`src/logic/pwr_mon_pkg.sv`:
```
// Package for the power-good, reset and thermal monitor.
// Assumes a single free-running 20 MHz system clock.
package pwr_mon_pkg;

  // Timebase
  localparam int unsigned CLK_HZ          = 20_000_000;
  localparam int unsigned CLK_PER_MS      = CLK_HZ / 1000;

  // Reset extension after main power becomes good, in ms
  localparam int unsigned RESET_EXT_MS    = 24;
  localparam int unsigned RESET_EXT_CYC   = CLK_PER_MS * RESET_EXT_MS;

  // Thermal alarm qualification time, in s
  localparam int unsigned THERMAL_ALARM_N_QUAL_S    = 2;
  localparam int unsigned THERMAL_ALARM_N_QUAL_CYC  = CLK_HZ * THERMAL_ALARM_N_QUAL_S;

  // Timer counter width, wide enough for the longest count
  localparam int unsigned CNT_W           = 26;

  // Thermal alarm tracking, one-hot
  typedef enum logic [2:0] {
    THERMAL_ALARM_N_IDLE     = 3'h1,
    THERMAL_ALARM_N_ALARM    = 3'h2,
    THERMAL_ALARM_N_OVERRIDE = 3'h4
  } thermal_alarm_n_state_t;

  typedef struct packed {
    thermal_alarm_n_state_t thermal_alarm_n;
    logic         alarm_prev;
    logic         alert_prev;
    logic         cpu_rst;
    logic         pci_rst_n;
    logic         resume_rst;
    logic         rtc_rst;
    logic         rtc_stable;
    logic         sci;
    logic         smi_n;
    logic         gpe;
    logic         override_evt;
    logic         throttle;
    logic         wake;
  } mon_state_t;

  // Everything held in reset, no events pending
  localparam mon_state_t MON_RESET = '{
    thermal_alarm_n:        THERMAL_ALARM_N_IDLE,
    alarm_prev:   1'b0,
    alert_prev:   1'b0,
    cpu_rst:      1'b1,
    pci_rst_n:    1'b0,
    resume_rst:   1'b1,
    rtc_rst:      1'b1,
    rtc_stable:   1'b0,
    sci:          1'b0,
    smi_n:        1'b1,
    gpe:          1'b0,
    override_evt: 1'b0,
    throttle:     1'b0,
    wake:         1'b0
  };

  typedef struct packed {
    logic [CNT_W-1:0] cnt;
    logic             done;
  } tmr_state_t;

  localparam tmr_state_t TMR_RESET = '{cnt: '0, done: 1'b0};

endpackage

```
`src/logic/qual_timer_if.sv`:
```
// Carrier between the monitor and its qualification timers.
// Both ends share the monitor's clock.
`timescale 1ns/10ps
interface qual_timer_if;
  logic run;
  logic done;

  modport timer (
    input  run,
    output done
  );

  modport user (
    output run,
    input  done
  );
endinterface

```
`src/logic/qual_timer.sv`:
```
// Level qualification timer: done rises once run has stayed high LIMIT cycles.
// Assumes run is synchronous to clk_sys_i; dropping run restarts the count.
`timescale 1ns/10ps
module qual_timer #(
  parameter logic [pwr_mon_pkg::CNT_W-1:0] LIMIT = 26'h000_0001
) (
  // Clock and reset
  input  wire logic           clk_sys_i,
  input  wire logic           reset_i,
  input  wire logic           ce_i,
  // Run request and qualified answer
  qual_timer_if.timer         tmr
);

  pwr_mon_pkg::tmr_state_t q;
  pwr_mon_pkg::tmr_state_t d;

  always_comb begin
    d = q;
    if (!tmr.run) begin
      d = pwr_mon_pkg::TMR_RESET;
    end else if (q.cnt == LIMIT - 1'b1) begin
      d.done = 1'b1;
    end else begin
      d.cnt = q.cnt + 1'b1;
    end
  end

  always_ff @(posedge clk_sys_i) begin
    if (reset_i) begin
      q <= pwr_mon_pkg::TMR_RESET;
    end else if (ce_i) begin
      q <= d;
    end
  end

  assign tmr.done = q.done;

endmodule // qual_timer

```
`src/logic/power_good_reset_thermal_monitor.sv`:
```
// Power-good to reset sequencing, thermal alarm handling and SMBus alert routing.
// Assumes all pins synchronous to clk_sys_i, which keeps running while main
// power is unstable.
`timescale 1ns/10ps

module power_good_reset_thermal_monitor #(
  parameter int unsigned RESET_EXT_CYCLES  = pwr_mon_pkg::RESET_EXT_CYC,
  parameter int unsigned THERMAL_ALARM_N_QUAL_CYCLES = pwr_mon_pkg::THERMAL_ALARM_N_QUAL_CYC
) (
  // Clock, reset, clock enable
  input  wire logic clk_sys_i,
  input  wire logic reset_i,
  input  wire logic ce_i,
  // Power-good inputs and RTC enable
  input  wire logic main_power_good_i,
  input  wire logic standby_power_good_i,
  input  wire logic battery_power_good_i,
  input  wire logic rtc_enable_i,
  // Event sources
  input  wire logic thermal_alarm_n_i,
  input  wire logic smbus_alert_in_n_i,
  input  wire logic sleeping_i,
  // Event routing enables
  input  wire logic thermal_alarm_n_sci_en_i,
  input  wire logic thermal_alarm_n_smi_en_i,
  input  wire logic thermal_alarm_n_gpe_en_i,
  input  wire logic alert_wake_en_i,
  input  wire logic alert_sci_en_i,
  input  wire logic alert_smi_en_i,
  input  wire logic alert_gpe_en_i,
  // Processor, PCI and well resets, RTC power stable
  output logic      processor_reset_o,
  output logic      pci_bus_reset_out_n_o,
  output logic      resume_well_reset_o,
  output logic      rtc_well_reset_o,
  output logic      rtc_power_stable_o,
  // Events and thermal control
  output logic      sci_o,
  output logic      system_mgmt_interrupt_n_o,
  output logic      general_event_irq_o,
  output logic      wake_o,
  output logic      thermal_override_o,
  output logic      throttle_o
);

  localparam logic [pwr_mon_pkg::CNT_W-1:0] RST_LIMIT =
    pwr_mon_pkg::CNT_W'(RESET_EXT_CYCLES);
  localparam logic [pwr_mon_pkg::CNT_W-1:0] THERMAL_ALARM_N_LIMIT =
    pwr_mon_pkg::CNT_W'(THERMAL_ALARM_N_QUAL_CYCLES);

  pwr_mon_pkg::mon_state_t q;
  pwr_mon_pkg::mon_state_t d;

  qual_timer_if rst_tmr ();
  qual_timer_if thermal_alarm_n_tmr ();

  logic alarm_act;
  logic alert_act;
  logic alarm_rise;
  logic alert_rise;
  logic alert_wake;
  logic alert_irq;

  assign alarm_act  = ~thermal_alarm_n_i;
  assign alert_act  = ~smbus_alert_in_n_i;
  assign alarm_rise = alarm_act & ~q.alarm_prev;
  assign alert_rise = alert_act & ~q.alert_prev;
  // Asleep with alert_wake_en_i set, the alert wakes the system; otherwise it is an interrupt source
  assign alert_wake = alert_rise & sleeping_i & alert_wake_en_i;
  assign alert_irq  = alert_rise & ~alert_wake;

  // Timers count system clocks, which run regardless of main power
  assign rst_tmr.run   = main_power_good_i;
  assign thermal_alarm_n_tmr.run = alarm_act;

  qual_timer #(
    .LIMIT (RST_LIMIT)
  ) u_rst_timer (
    .clk_sys_i (clk_sys_i),
    .reset_i   (reset_i),
    .ce_i      (ce_i),
    .tmr       (rst_tmr.timer)
  );

  qual_timer #(
    .LIMIT (THERMAL_ALARM_N_LIMIT)
  ) u_thermal_alarm_n_timer (
    .clk_sys_i (clk_sys_i),
    .reset_i   (reset_i),
    .ce_i      (ce_i),
    .tmr       (thermal_alarm_n_tmr.timer)
  );

  always_comb begin
    d = q;
    d.alarm_prev = alarm_act;
    d.alert_prev = alert_act;

    // Processor and PCI resets follow the qualified main power good
    d.cpu_rst   = ~(main_power_good_i & rst_tmr.done);
    d.pci_rst_n = main_power_good_i & rst_tmr.done;

    // Resume well reset straight from standby power good
    d.resume_rst = ~standby_power_good_i;

    // RTC well held in reset unless the internal clock is enabled and battery power is good
    d.rtc_stable = rtc_enable_i & battery_power_good_i;
    d.rtc_rst    = ~(rtc_enable_i & battery_power_good_i);

    // Event pulses last one cycle
    d.sci          = (alarm_rise & thermal_alarm_n_sci_en_i) | (alert_irq & alert_sci_en_i);
    d.smi_n        = ~((alarm_rise & thermal_alarm_n_smi_en_i) | (alert_irq & alert_smi_en_i));
    d.gpe          = (alarm_rise & thermal_alarm_n_gpe_en_i) | (alert_irq & alert_gpe_en_i);
    d.wake         = alert_wake;
    d.override_evt = 1'b0;

    case (q.thermal_alarm_n)
      pwr_mon_pkg::THERMAL_ALARM_N_IDLE: begin
        d.throttle = 1'b0;
        if (alarm_act) begin
          d.thermal_alarm_n = pwr_mon_pkg::THERMAL_ALARM_N_ALARM;
        end
      end
      pwr_mon_pkg::THERMAL_ALARM_N_ALARM: begin
        if (!alarm_act) begin
          d.thermal_alarm_n = pwr_mon_pkg::THERMAL_ALARM_N_IDLE;
        end else if (thermal_alarm_n_tmr.done) begin
          d.thermal_alarm_n        = pwr_mon_pkg::THERMAL_ALARM_N_OVERRIDE;
          d.override_evt = 1'b1;
          d.throttle     = 1'b1;
        end
      end
      pwr_mon_pkg::THERMAL_ALARM_N_OVERRIDE: begin
        // Throttling holds until the alarm goes away
        if (!alarm_act) begin
          d.thermal_alarm_n    = pwr_mon_pkg::THERMAL_ALARM_N_IDLE;
          d.throttle = 1'b0;
        end
      end
      default: begin
        d.thermal_alarm_n    = pwr_mon_pkg::THERMAL_ALARM_N_IDLE;
        d.throttle = 1'b0;
      end
    endcase
  end

  always_ff @(posedge clk_sys_i) begin
    if (reset_i) begin
      q <= pwr_mon_pkg::MON_RESET;
    end else if (ce_i) begin
      q <= d;
    end
  end

  assign processor_reset_o         = q.cpu_rst;
  assign pci_bus_reset_out_n_o     = q.pci_rst_n;
  assign resume_well_reset_o       = q.resume_rst;
  assign rtc_well_reset_o          = q.rtc_rst;
  assign rtc_power_stable_o        = q.rtc_stable;
  assign sci_o                     = q.sci;
  assign system_mgmt_interrupt_n_o = q.smi_n;
  assign general_event_irq_o       = q.gpe;
  assign wake_o                    = q.wake;
  assign thermal_override_o        = q.override_evt;
  assign throttle_o                = q.throttle;

endmodule // power_good_reset_thermal_monitor

```
`config.mk`:
```
export PLATFORM = sky130hd
export DESIGN_NAME = power_good_reset_thermal_monitor
export DESIGN_NICKNAME = d
export VERILOG_FILES = /design/src/logic/pwr_mon_pkg.sv /design/src/logic/qual_timer_if.sv /design/src/logic/qual_timer.sv /design/src/logic/power_good_reset_thermal_monitor.sv
export SDC_FILE = /design/constraint.sdc
export NUM_CORES = 1
export LEC_CHECK = 0
export BUFFER_PORTS_ARGS = -buffer_cell sky130_fd_sc_hd__buf_2
export CAP_MARGIN = 20
export CORE_UTILIZATION = 35
export DETAILED_ROUTE_END_ITERATION = 10
export MAX_ROUTING_LAYER = met4
export PLACE_DENSITY_LB_ADDON = 0.15
export SLEW_MARGIN = 25
export SYNTH_ARGS = -nofsm -noshare
export SYNTH_HDL_FRONTEND = slang
export SYNTH_SLANG_ARGS = --single-unit
```
`constraint.sdc`:
```
create_clock -name clk_sys_i -period 2.3 [get_ports clk_sys_i]
set_clock_uncertainty 0.15 [all_clocks]
set_input_delay 0.69 -clock clk_sys_i [delete_from_list [all_inputs] [get_ports clk_sys_i]]
set_output_delay 0.69 -clock clk_sys_i [all_outputs]
set_load 0.01 [all_outputs]
```
# --- Word-level counts from Yosys, hierarchy flattened ---
# Cells that the tools add are included.
totals:
  reg_bits: 70
  latchBits: 0
  ram_bits: 0
  rom_bits: 0
  input_bits: 17
  output_inout_bits: 11
  wordCells: 81
  mem_count: 0
op_classes:
  n_addsub: 2
  n_mul: 0
  div: 0
  magnitude_cmp: 0
  n_eq_ne: 13
  n_shift: 0
  n_mux: 16
  n_bitwise: 25
  n_reduce_logical: 7
op_table:
  columns: ["op", "count"]
  rows:
  - ["$mux 27", 2]
  - ["$add 26x1->26 const B", 2]
  - ["$mux 26", 2]
  - ["$eq 26x19->1 const B", 1]
  - ["$eq 26x26->1 const B", 1]
  - ["$and 1x1->1", 13]
  - ["$mux 3", 4]
  - ["$ne 2x2->1 const B", 5]
  - ["$not 1->1", 9]
  - ["$pmux 3 s3", 1]
  - ["$reduce_and 2->1", 4]
  - ["$reduce_and 4->1", 2]
  - ["$mux 1", 4]
  - ["$mux 2", 2]
  - ["$ne 2x1->1 const B", 2]
  - ["$eq 3x1->1 const B", 1]
  - ["$eq 3x2->1 const B", 1]
  - ["$eq 3x3->1 const B", 1]
  - ["$ne 3x2->1 const B", 1]
  - ["$or 1x1->1", 3]
  - ["$pmux 1 s2", 1]
  - ["$reduce_bool 2->1", 1]

# --- Longest topological paths before layout ---
# Gate-level depths: netlist of the first run.
logic_depth:
  depth_word: 9
  ltp_mapped: 7

# --- Cells and area by module ---
# Synthesis of the first run repeated with hierarchy kept, for this count alone.
hier_totals:
  hier_cells: 425
  area_unflattened_um2: 3669.8
modules_own_cells:
  columns: ["module", "instances", "cells_each", "area_each_um2"]
  rows:
  - ["qual_timer (u_rst_timer)", 1, 182, 1549.0]
  - ["qual_timer (u_thermal_alarm_n_timer)", 1, 166, 1438.9]
  - ["power_good_reset_thermal_monitor", 1, 77, 681.9]

# --- Least setup slack after synthesis of the first run ---
# OpenSTA, ideal clock, no wires.
synth_timing:
  path_kind: "input port to flip-flop"
  startpoint: "in ce_i"
  endpoint: "reg u_rst_timer.q[18] (netlist bit)"
  setup_time_ns: 0.117
  arrival_time_ns: 2.015
  required_ns: 2.033
  path_slack_ns: 0.018
  path_stages: 5
  cell_sequence: "clkbuf_1 > nand3_1 > nor4_1 > nand4b_1 > a32o_1"
synth_via:
  elab_chain_cells: 1
synth_lines:
  columns: ["item", "line", "text"]
  rows:
  - ["from (decl)", "power_good_reset_thermal_monitor.sv:13", "input wire logic ce_i,"]
  - ["$reduce_and 2->1 (no source line)", null, null]
  - ["to (signal assigned)", "qual_timer.sv:31", "q <= pwr_mon_pkg::TMR_RESET;"]
  - ["to (decl)", "qual_timer.sv:15", "pwr_mon_pkg::tmr_state_t q;"]
# Every way passes these cells.
# A chain may end at the register's enable or synchronous reset.

# --- Worst setup path in the final report of the first run ---
layout_timing:
  startpoint: "reg u_rst_timer.q[2] (netlist bit)"
  endpoint: "reg u_rst_timer.q[25] (netlist bit)"
layout_via:
  elab_chain_cells: 3
  word_cells_on_any_way: 6
  classes_between: "1 x add/sub; 2 x eq/ne; 2 x mux; 1 x reduce/logical"
layout_lines:
  columns: ["item", "line"]
  rows:
  - ["$add 26x1->26 / $eq 26x19->1 (equally long branches)", "qual_timer.sv:25, qual_timer.sv:22"]
  - ["$mux 26 / $ne 2x2->1 (equally long branches)", null]
  - ["$mux 27 / $reduce_and 2->1 (equally long branches)", null]
# Several ways; a longest one is shown, not always the timed one. The select of a mux whose other input is x is not followed.

==> results of run 1 <==
==> per-layer routing <==
metal  vias up  share of wire, %  global-route usage, %
li1       1814                 -                      -
met1      1679                50                   25.2
met2        98                43                   27.5
met3        10               5.6                   4.14
met4         0               1.4                   7.76
met5         -                 0                      -
==> worst max-delay path, cell delays in order (launching register included) <==
cell,delay [ns]
dfxtp_2,0.38
ha_1,0.21
inv_1,0.06
or4_1,0.69
nor4_2,0.31
mux2i_1,0.22
a21oi_1,0.08
==> stage by stage <==
stage	std cells	total power [mW]	hold WS [ns]	area [µm²]
finish	641	2.31	0.300	4330
global route	641	2.43	0.327	4330
CTS	641	2.35	0.302	4300
detailed placement	624	1.45	0.291	4120
global placement	624	1.45	0.290	4120
floorplan	452	1.37	0.276	3680
==> logic make-up after synthesis <==
| logic type | count (synthesis) | share of synthesized area (%) |
|---|---|---|
| adders and majority gates | 4 | 1.36 |
| and+or+nand+nor | 225 | 34.6 |
| DFF | 70 | 38.1 |
| muxes | 5 | 1.36 |
| AOI/OAI and AO/OA | 109 | 19.5 |
| buffers and inverters | 32 | 3.37 |
| xor gates and xnor gates | 7 | 1.67 |
==> cell type report <==
cell class | count | area [µm²]
clock buffers | 12 | 145
flip-flops and latches | 70 | 1410
fillers | 1043 | 5950
repair buffers | 57 | 360
inverters | 12 | 45.0
multi-input cells | 350 | 2180
well taps | 136 | 170
clock inverters | 4 | 22.5
==> worst paths after layout <==
check                    from                 to  cells after the start
min reg2reg            wake_o             wake_o                      2
max          u_rst_timer.q[2]  u_rst_timer.q[25]                      6
min                    wake_o             wake_o                      2
max reg2reg  u_rst_timer.q[2]  u_rst_timer.q[25]                      6
==> repair_timing <==
action                                  4_1_cts  5_1_grt
pin swaps                                     1        0
gates resized for setup                       0        8
buffers inserted                              1        0
endpoints found under the setup margin        1       17
==> power breakdown <==
group | internal (mW) | leakage [nW] | switching (mW)
clock network | 0.416 | 0.0861 | 0.474
logic | 0.0725 | 0.838 | 0.109
registers | 1.23 | 0.568 | 0.0138
total | 1.72 | 1.49 | 0.597
==> placed cells by master (no fill, tap or decap), types with 14 or more instances in the layout <==
cell type and count:
a21oi_1 27, a31oi_1 14, buf_2 27, buf_4 30, dfxtp_1 67, nand2_1 44
nand3_1 34, nor2_1 35, o21ai_0 17
==> qor.yml, run 1 <==
outcome:
  status: "finished, final reports clean"
die:
  num_rows: 37
  start_util_pct: 35.8
  dieArea_mm2: 0.0109
  ios: 28
  die_y_um: 105
  core_mm2: 0.0103
  die_x_um: 105
critical_path:
  crit_path_end_kind: "flop"
  crit_type: "flop to flop"
  cp.required_ns: 2.39
  critPathMaxFanout: 8
  critical_path_arrival_ns: 2.30
  worstSetupStartpointType: "flop"
  r2r_setup_slack_ns: 0.1
synth:
  yosysWarnings: 0
  synth_top_flop_cell: "dfxtp_1"
  syn-num-nets: 473
  synthDistinctLibCells: 60
  async_reset_ff_share_pct: 0
  synthTopCellsByCount: "dfxtp_1 (70), nand2_1 (44), nor2_1 (35)"
  syn_inst: 452
  synth_top_area_cell: "dfxtp_1"
  synth.top_cells.by_area: "dfxtp_1 (38%), nand3_1 (4.6%), nand2_1 (4.5%)"
  syn-cell-area_mm2: 0.00368
  synth_edf_count: 0
  synth_top_area_share_pct: 38.1
  synth.most_common_cell: "dfxtp_1"
  syn_area_per_cell_um2: 8.14
  ys_seq_elements: 70
  yosysSeqAreaShare_pct: 38.1
timing:
  max_freq_ghz: 0.454
  drv_slew: 0
  rsz0062_at_grt: "no"
  period_share_pct: 95.8
  setup_ws_ns: 0.0957
  finalSetupViolCount: 0
  hold_viol: 0
  slew_headroom_pct: 34.9
  fin_crit_ns: 2.20
  tightestPinTransition_ns: 0.973
  setup_tns_ns: 0
place:
  portBuffers: 27
  place_ws_ns: 0.00305
  gp_congestion: 0.862
  place_hpwl_um: 6770
clocking:
  cts_tree: "done"
  clockBufferDepth: 2
  clk_latency_ns: 0.35
  root_buffer: "clkbuf_8"
  htree_levels: 3
  clk_pin_slew_ns: 0.08
  hold_buffers: 0
  numCtsBuffers: 9
  cts.sinks: 70
power_and_ir_drop:
  p_per_area_mw_per_mm2: 535
  power_leakage_nw: 1.49
  ir_worst_vdd_v: 0.000224
final_layout:
  syn_to_final_growth_pct: 17.6
  utilization_pct: 42.1
  antenna_cells: 0
  top_regs: "u_rst_timer.q x26, u_thermal_alarm_n_timer.q x26, q x5"
  layout.nets: 521
  drive_above_1_share_pct: 18.2
global_route:
  grt_pass1_vias: 3356
  antenna_found_initial: 0
  grt_max_degree: 19
  grt_pass1_wl_um: 16100
  overflow: 0
  grtUsageTotal_pct: 18.9
route:
  ant_nets: 0
  post_drt_wl_per_cell_um: 14.9
  drt_first_pass_iters: 5
  postRouteWirelength_um: 9560
  drt_iter0_drc: 267
  drt-vias-per-instance: 5.62
  vias: 3601
  drc: 0
run:
  max_cap_violations: 0
hold_path:
  hold_path_class: "flop to flop"
(Power assumes the default switching activity.)
==> inputs of run 2 (changes only) <==
Clock period 2.3 ns to 2.5 ns, I/O delays scaled along.
==> run 2 against run 1 <==
Net effect: core utilization decreased by 0.32 points; critical path type unchanged; clock-buffer cell count is 3 lower; power down 0.22%; cell area fell by 0.75%; maximum frequency is 4.4% lower; sequential power fell by 8%.
==> qor.yml, run 2 (synthesis results as in run 1) <==
outcome:
  status: "finished, final reports clean"  # unchanged
critical_path:
  worstPathBufferInverterCount: 1  # unchanged
  reg2regPathDepth: 6  # unchanged
  critPathMaxFanout: 8  # unchanged
  cp_slowest_cell: "or4_1"  # unchanged
  max_stage_delay_ns: 0.70  # was 0.69 ns
  critical_path_arrival_ns: 2.40  # was 2.30 ns
  path_depth: 6  # unchanged
  critPathTopFamily: "simple AND/OR/NAND/NOR gates"  # unchanged
  path_cells: "ha_1 -> inv_1 -> or4_1 -> nor4_2 -> mux2i_1 -> a21oi_1"  # unchanged
  crit_path_end_kind: "flop"  # unchanged
  cp.required_ns: 2.59  # was 2.39 ns
  crit_type: "flop to flop"  # unchanged
  worstSetupStartpointType: "flop"  # unchanged
timing:
  tightestPinTransition_ns: 0.659  # was 0.973 ns
  fin_crit_ns: 2.31  # was 2.20 ns
  finalSetupViolCount: 0  # unchanged
  slew_headroom_pct: 56.0  # was 34.9%
  rsz0062_at_grt: "no"  # unchanged
  setup_tns_ns: 0  # unchanged
  fin_hold_ws_ns: 0.308  # was 0.300 ns
  period_share_pct: 92.2  # was 95.8%
  hold_viol: 0  # unchanged
  setup_ws_ns: 0.194  # was 0.0957 ns
  drv_slew: 0  # unchanged
  max_freq_ghz: 0.434  # was 0.454 GHz
final_layout:
  drive_above_1_share_pct: 16.1  # was 18.2%
  antenna_cells: 0  # unchanged
  layout.nets: 513  # was 521
  syn_to_final_growth_pct: 16.7  # was 17.6%
  final_area_mm2: 0.00429  # was 0.00433 mm²
  top_regs: "u_rst_timer.q x26, u_thermal_alarm_n_timer.q x26, q x5"  # unchanged
  fillers: 1064  # was 1,043
  final_common_cell: "dfxtp_1"  # unchanged
  most-common-layout-cells: "dfxtp_1 (70), nand2_1 (44), nand3_1 (34), nor2_1 (34)"  # was dfxtp_1 (67), nand2_1 (44), nor2_1 (35)
die:
  start_util_pct: 35.8  # unchanged
  core_mm2: 0.0103  # unchanged
  die_y_um: 105  # unchanged
  dieArea_mm2: 0.0109  # unchanged
  die_x_um: 105  # unchanged
  num_rows: 37  # unchanged
  ios: 28  # unchanged
clocking:
  numCtsBuffers: 9  # unchanged
  htree_levels: 3  # unchanged
  root_buffer: "clkbuf_8"  # unchanged
  clk_pin_slew_ns: 0.08  # about the same
  clockBufferDepth: 2  # unchanged
  clk_latency_ns: 0.34  # was 0.35 ns
  cts.sinks: 70  # unchanged
  cts_tree: "done"  # unchanged
route:
  drt_iter0_drc: 195  # was 267
  drc: 0  # unchanged
  drt-vias-per-instance: 5.69  # was 5.62
  vias: 3599  # was 3,601
  ant_nets: 0  # unchanged
  postRouteWirelength_um: 9600  # was 9560 µm
  drt_first_pass_iters: 5  # unchanged
  post_drt_wl_per_cell_um: 15.2  # was 14.9 µm
global_route:
  grtUsageTotal_pct: 18.9  # about the same
  grt_max_degree: 20  # was 19
  antenna_found_initial: 0  # unchanged
  grt_pass1_wl_um: 16200  # was 16,100 µm
  grt_pass1_vias: 3231  # was 3,356
  overflow: 0  # unchanged
place:
  place_hpwl_um: 6800  # was 6770 µm
  placed_cell_area_mm2: 0.00407  # was 0.00412 mm²
  gp_congestion: 0.848  # was 0.862
  portBuffers: 27  # unchanged
  place_ws_ns: 0.124  # was 0.00305 ns
power_and_ir_drop:
  finalPower_mw: 2.31  # about the same
  ir_worst_vdd_v: 0.000278  # was 0.000224 V
  p_per_area_mw_per_mm2: 538  # was 535 mW/mm²
  power_leakage_nw: 1.47  # was 1.49 nW
run:
  max_cap_violations: 0  # unchanged
hold_path:
  whs_path_depth: 2  # unchanged
  hold_path_class: "flop to flop"  # unchanged
run 2: tightest hold or removal path, cell delays in order, from the launching register on:
cell     delay [ns]
dfxtp_1        0.31
nand2_1        0.05
a21oi_1        0.05
run 2: where the power goes:
group / switching [mW] / internal, mW
logic: 0.101 / 0.0613
clock network: 0.447 / 0.556
registers: 0.0133 / 1.13
run 2: what timing repair did:
item	CTS	global route
gates resized for setup	0	2
buffers inserted	0	0
setup endpoints to repair	0	6
hold buffers	0	0
endpoints found under the hold margin	0	0
run 2: final cells by class:
type / count / area [µm²] / share of cell area (%)
Clock buffer: 9 / 124 / 2.89
Clock inverter: 6 / 86.3 / 2.01
Inverter: 12 / 45.0 / 1.05
Timing Repair Buffer: 49 / 300 / 7.00
Tap cell: 136 / 170 / 3.96
Multi-Input combinational cell: 350 / 2170 / 50.5
Sequential cell: 70 / 1400 / 32.6
run 2: layer usage:
| layer | global-route usage, % | wire (µm) | up-vias |
|---|---|---|---|
| li1 | - | - | 1802 |
| met1 | 25.7 | 4830 | 1715 |
| met2 | 28.0 | 4380 | 73 |
| met3 | 2.88 | 277 | 9 |
| met4 | 7.45 | 110 | 0 |
| met5 | - | 0 | - |
run 2: per-stage QoR:
| stage | cells | utilization, % |
|---|---|---|
| final | 632 | 41.8 |
| after floorplan | 452 | - |
| after detailed placement | 617 | 39.6 |
| after CTS | 632 | 41.6 |
| after global placement | 617 | 39.6 |
| after global routing | 632 | 41.8 |
run 2: path summary, 6_finish.rpt:
path	end	from	slack (ns)
min	wake_o	wake_o	0.31
max reg2reg	u_rst_timer.q[25]	u_rst_timer.q[2]	0.19
min reg2reg	wake_o	wake_o	0.31
max	u_rst_timer.q[25]	u_rst_timer.q[2]	0.19
==> inputs of run 3 (changes only) <==
Settings changed: PLACE_DENSITY from default to 0.53, PLACE_DENSITY_LB_ADDON 0.15 to default, SYNTH_HIERARCHICAL from default to 1.
==> run 3 against run 2 <==
Net effect: sequential share of layout area up 1.6 points; register-to-register slack better by 0.03 ns; critical path type unchanged; routed wire length down 12%; worst setup slack better by 0.031 ns; via count down 8.8%; cell area down 4.8%; maximum frequency up 1.4%; power down 10%; flip-flop and latch count unchanged.
==> qor.yml, run 3 <==
critical_path:
  critPathTopFamily: "simple AND/OR/NAND/NOR gates"  # unchanged
  crit_path_end_kind: "flop"  # unchanged
  cp_slowest_cell: "or4_2"  # was or4_1
  critical_path_arrival_ns: 2.39  # was 2.40 ns
  crit_type: "flop to flop"  # unchanged
  worstSetupStartpointType: "flop"  # unchanged
  path_cells: "ha_1 -> and3_1 -> nand4_2 -> nor2_1 -> buf_4 -> or4_2 -> a31oi_1"  # was ha_1 -> inv_1 -> or4_1 -> nor4_2 -> mux2i_1 -> a21oi_1
  cp.required_ns: 2.62  # was 2.59 ns
  critPathMaxFanout: 12  # was 8
  max_stage_delay_ns: 0.64  # was 0.70 ns
  worstPathBufferInverterCount: 1  # unchanged
route:
  drt-vias-per-instance: 5.48  # was 5.69
  post_drt_wl_per_cell_um: 14.1  # was 15.2 µm
  drt_iter0_drc: 172  # was 195
  ant_nets: 0  # unchanged
  drt_first_pass_iters: 4  # was 5
  vias: 3283  # was 3,599
  postRouteWirelength_um: 8470  # was 9600 µm
  drc: 0  # unchanged
power_and_ir_drop:
  p_per_area_mw_per_mm2: 508  # was 538 mW/mm²
  power_leakage_nw: 1.51  # was 1.47 nW
  finalPower_mw: 2.08  # was 2.31 mW
  ir_worst_vdd_v: 0.000203  # was 0.000278 V
die:
  dieArea_mm2: 0.0109  # about the same
  ios: 28  # unchanged
  die_x_um: 104  # was 105 µm
  start_util_pct: 35.9  # was 35.8%
  num_rows: 37  # unchanged
  die_y_um: 104  # was 105 µm
  core_mm2: 0.0102  # was 0.0103 mm²
synth:
  async_reset_ff_share_pct: 0  # unchanged
  syn_inst: 425  # was 452
  synth_top_flop_cell: "dfxtp_1"  # unchanged
  synth_top_area_cell: "dfxtp_1"  # unchanged
  synth.most_common_cell: "dfxtp_1"  # unchanged
  syn_area_per_cell_um2: 8.63  # was 8.14 µm²
  synth_edf_count: 0  # unchanged
  synth.top_cells.by_area: "dfxtp_1 (38%), nor2_1 (4.6%), a21oi_1 (4.5%)"  # was dfxtp_1 (38%), nand3_1 (4.6%), nand2_1 (4.5%)
  ys_seq_elements: 70  # unchanged
  synth_top_area_share_pct: 38.2  # was 38.1%
  syn-cell-area_mm2: 0.00367  # was 0.00368 mm²
  yosysWarnings: 6  # was 0
  synthTopCellsByCount: "dfxtp_1 (70), nor2_1 (45), nand2_1 (36)"  # was dfxtp_1 (70), nand2_1 (44), nor2_1 (35)
  synthDistinctLibCells: 66  # was 60
  syn-num-nets: 446  # was 473
  yosysSeqAreaShare_pct: 38.2  # was 38.1%
clocking:
  htree_levels: 3  # unchanged
  hold_buffers: 0  # unchanged
  clk_pin_slew_ns: 0.08  # about the same
  cts_tree: "done"  # unchanged
  postCtsSetupBuffers: 0  # unchanged
  numCtsBuffers: 9  # unchanged
  clk_latency_ns: 0.34  # about the same
  cts.sinks: 70  # unchanged
  clockBufferDepth: 2  # unchanged
  cts_resized: 0  # unchanged
  root_buffer: "clkbuf_8"  # unchanged
global_route:
  grt_pass1_wl_um: 14400  # was 16,200 µm
  antenna_found_initial: 0  # unchanged
  grt_pass1_vias: 3097  # was 3,231
  overflow: 0  # unchanged
  grtUsageTotal_pct: 16.5  # was 18.9%
  grt_max_degree: 21  # was 20
final_layout:
  multi_input_area_mm2: 0.00207  # was 0.00217 mm²
  final_area_mm2: 0.00409  # was 0.00429 mm²
  final_common_cell: "dfxtp_1"  # unchanged
  layout.nets: 480  # was 513
  top_regs: "u_rst_timer/q x26, u_thermal_alarm_n_timer/q x26, q x5"  # was u_rst_timer.q x26, u_thermal_alarm_n_timer.q x26, q x5
  syn_to_final_growth_pct: 11.4  # was 16.7%
  fin_cells: 599  # was 632
  ff_latch_area_mm2: 0.00140  # unchanged
  drive_above_1_share_pct: 17.5  # was 16.1%
  most-common-layout-cells: "dfxtp_1 (70), nor2_1 (45), nand2_1 (36)"  # was dfxtp_1 (70), nand2_1 (44), nand3_1 (34), nor2_1 (34)
  antenna_cells: 0  # unchanged
  fillers: 1063  # was 1,064
  utilization_pct: 39.9  # was 41.8%
timing:
  fin_hold_ws_ns: 0.314  # was 0.308 ns
  fin_crit_ns: 2.27  # was 2.31 ns
  setup_ws_ns: 0.225  # was 0.194 ns
  drv_slew: 0  # unchanged
  setup_tns_ns: 0  # unchanged
  hold_viol: 0  # unchanged
  finalSetupViolCount: 0  # unchanged
  tightestPinTransition_ns: 0.556  # was 0.659 ns
  max_freq_ghz: 0.440  # was 0.434 GHz
  period_share_pct: 91.0  # was 92.2%
  slew_headroom_pct: 62.6  # was 56.0%
  rsz0062_at_grt: "no"  # unchanged
place:
  placed_cell_area_mm2: 0.00392  # was 0.00407 mm²
  placed_cells: 584  # was 617
  gp_congestion: 0.871  # was 0.848
  portBuffers: 27  # unchanged
  place_hpwl_um: 6150  # was 6800 µm
  place_ws_ns: 0.241  # was 0.124 ns
hold_path:
  hold_path_class: "flop to flop"  # unchanged
run:
  max_cap_violations: 0  # unchanged
outcome:
  status: "finished, final reports clean"  # unchanged
run 3: cell types whose count changed after synthesis, moves of 5 or more:
cell      change
or3_1         -6
o31ai_1       -5
o21ai_0       +6
a21oi_1       +6
o21ai_1       -7
nand4_1       +7
xor2_1        +9
nand2_1       -8
nor2_1       +10
clkbuf_8      +5
nand3_1      -15
clkbuf_1     -11
run 3: logic make-up after synthesis:
kind of cell	count (synthesis)	synth area share, %
AOI/OAI and AO/OA	100	17.7
xor gates and xnor gates	18	4.30
adders and majority gates	4	1.36
buffers and inverters	28	5.35
DFF	70	38.2
muxes	2	0.580
and+or+nand+nor	203	32.5
run 3: final cells by class:
cell class	count	area share (%)
Clock buffer	11	3.46
Clock inverter	4	0.582
Inverter	10	0.919
Multi-Input combinational cell	327	50.7
Sequential cell	70	34.3
Tap cell	136	4.16
Timing Repair Buffer	41	5.88
run 3: power breakdown:
part / switching [mW] / leakage (nW) / internal (mW)
Combinational: 0.0891 / 0.859 / 0.0527
Clock: 0.415 / 0.0889 / 0.379
Sequential: 0.0137 / 0.566 / 1.13
Total: 0.517 / 1.51 / 1.56
run 3: layer usage:
| metal | wire length (µm) | track usage [%] |
|---|---|---|
| met1 | 3990 | 20.0 |
| met3 | 234 | 3.07 |
| met4 | 84 | 5.61 |
| met2 | 4160 | 27.4 |
| met5 | 0 | - |
run 3: worst register-to-register path, cell delays in order (launching register included):
cell	delay [ns]
dfxtp_1	0.37
ha_1	0.25
and3_1	0.21
nand4_2	0.13
nor2_1	0.10
buf_4	0.19
or4_2	0.64
a31oi_1	0.17
run 3: final timing paths:
kind / start / slack [ns] / to / depth (start not counted)
worst min register to register: pci_bus_reset_out_n_o / 0.31 / pci_bus_reset_out_n_o / 2
worst max register to register: u_rst_timer/q[1] / 0.23 / u_rst_timer/q[5] / 7
worst max-delay path: u_rst_timer/q[1] / 0.23 / u_rst_timer/q[5] / 7
worst min-delay path: pci_bus_reset_out_n_o / 0.31 / pci_bus_reset_out_n_o / 2
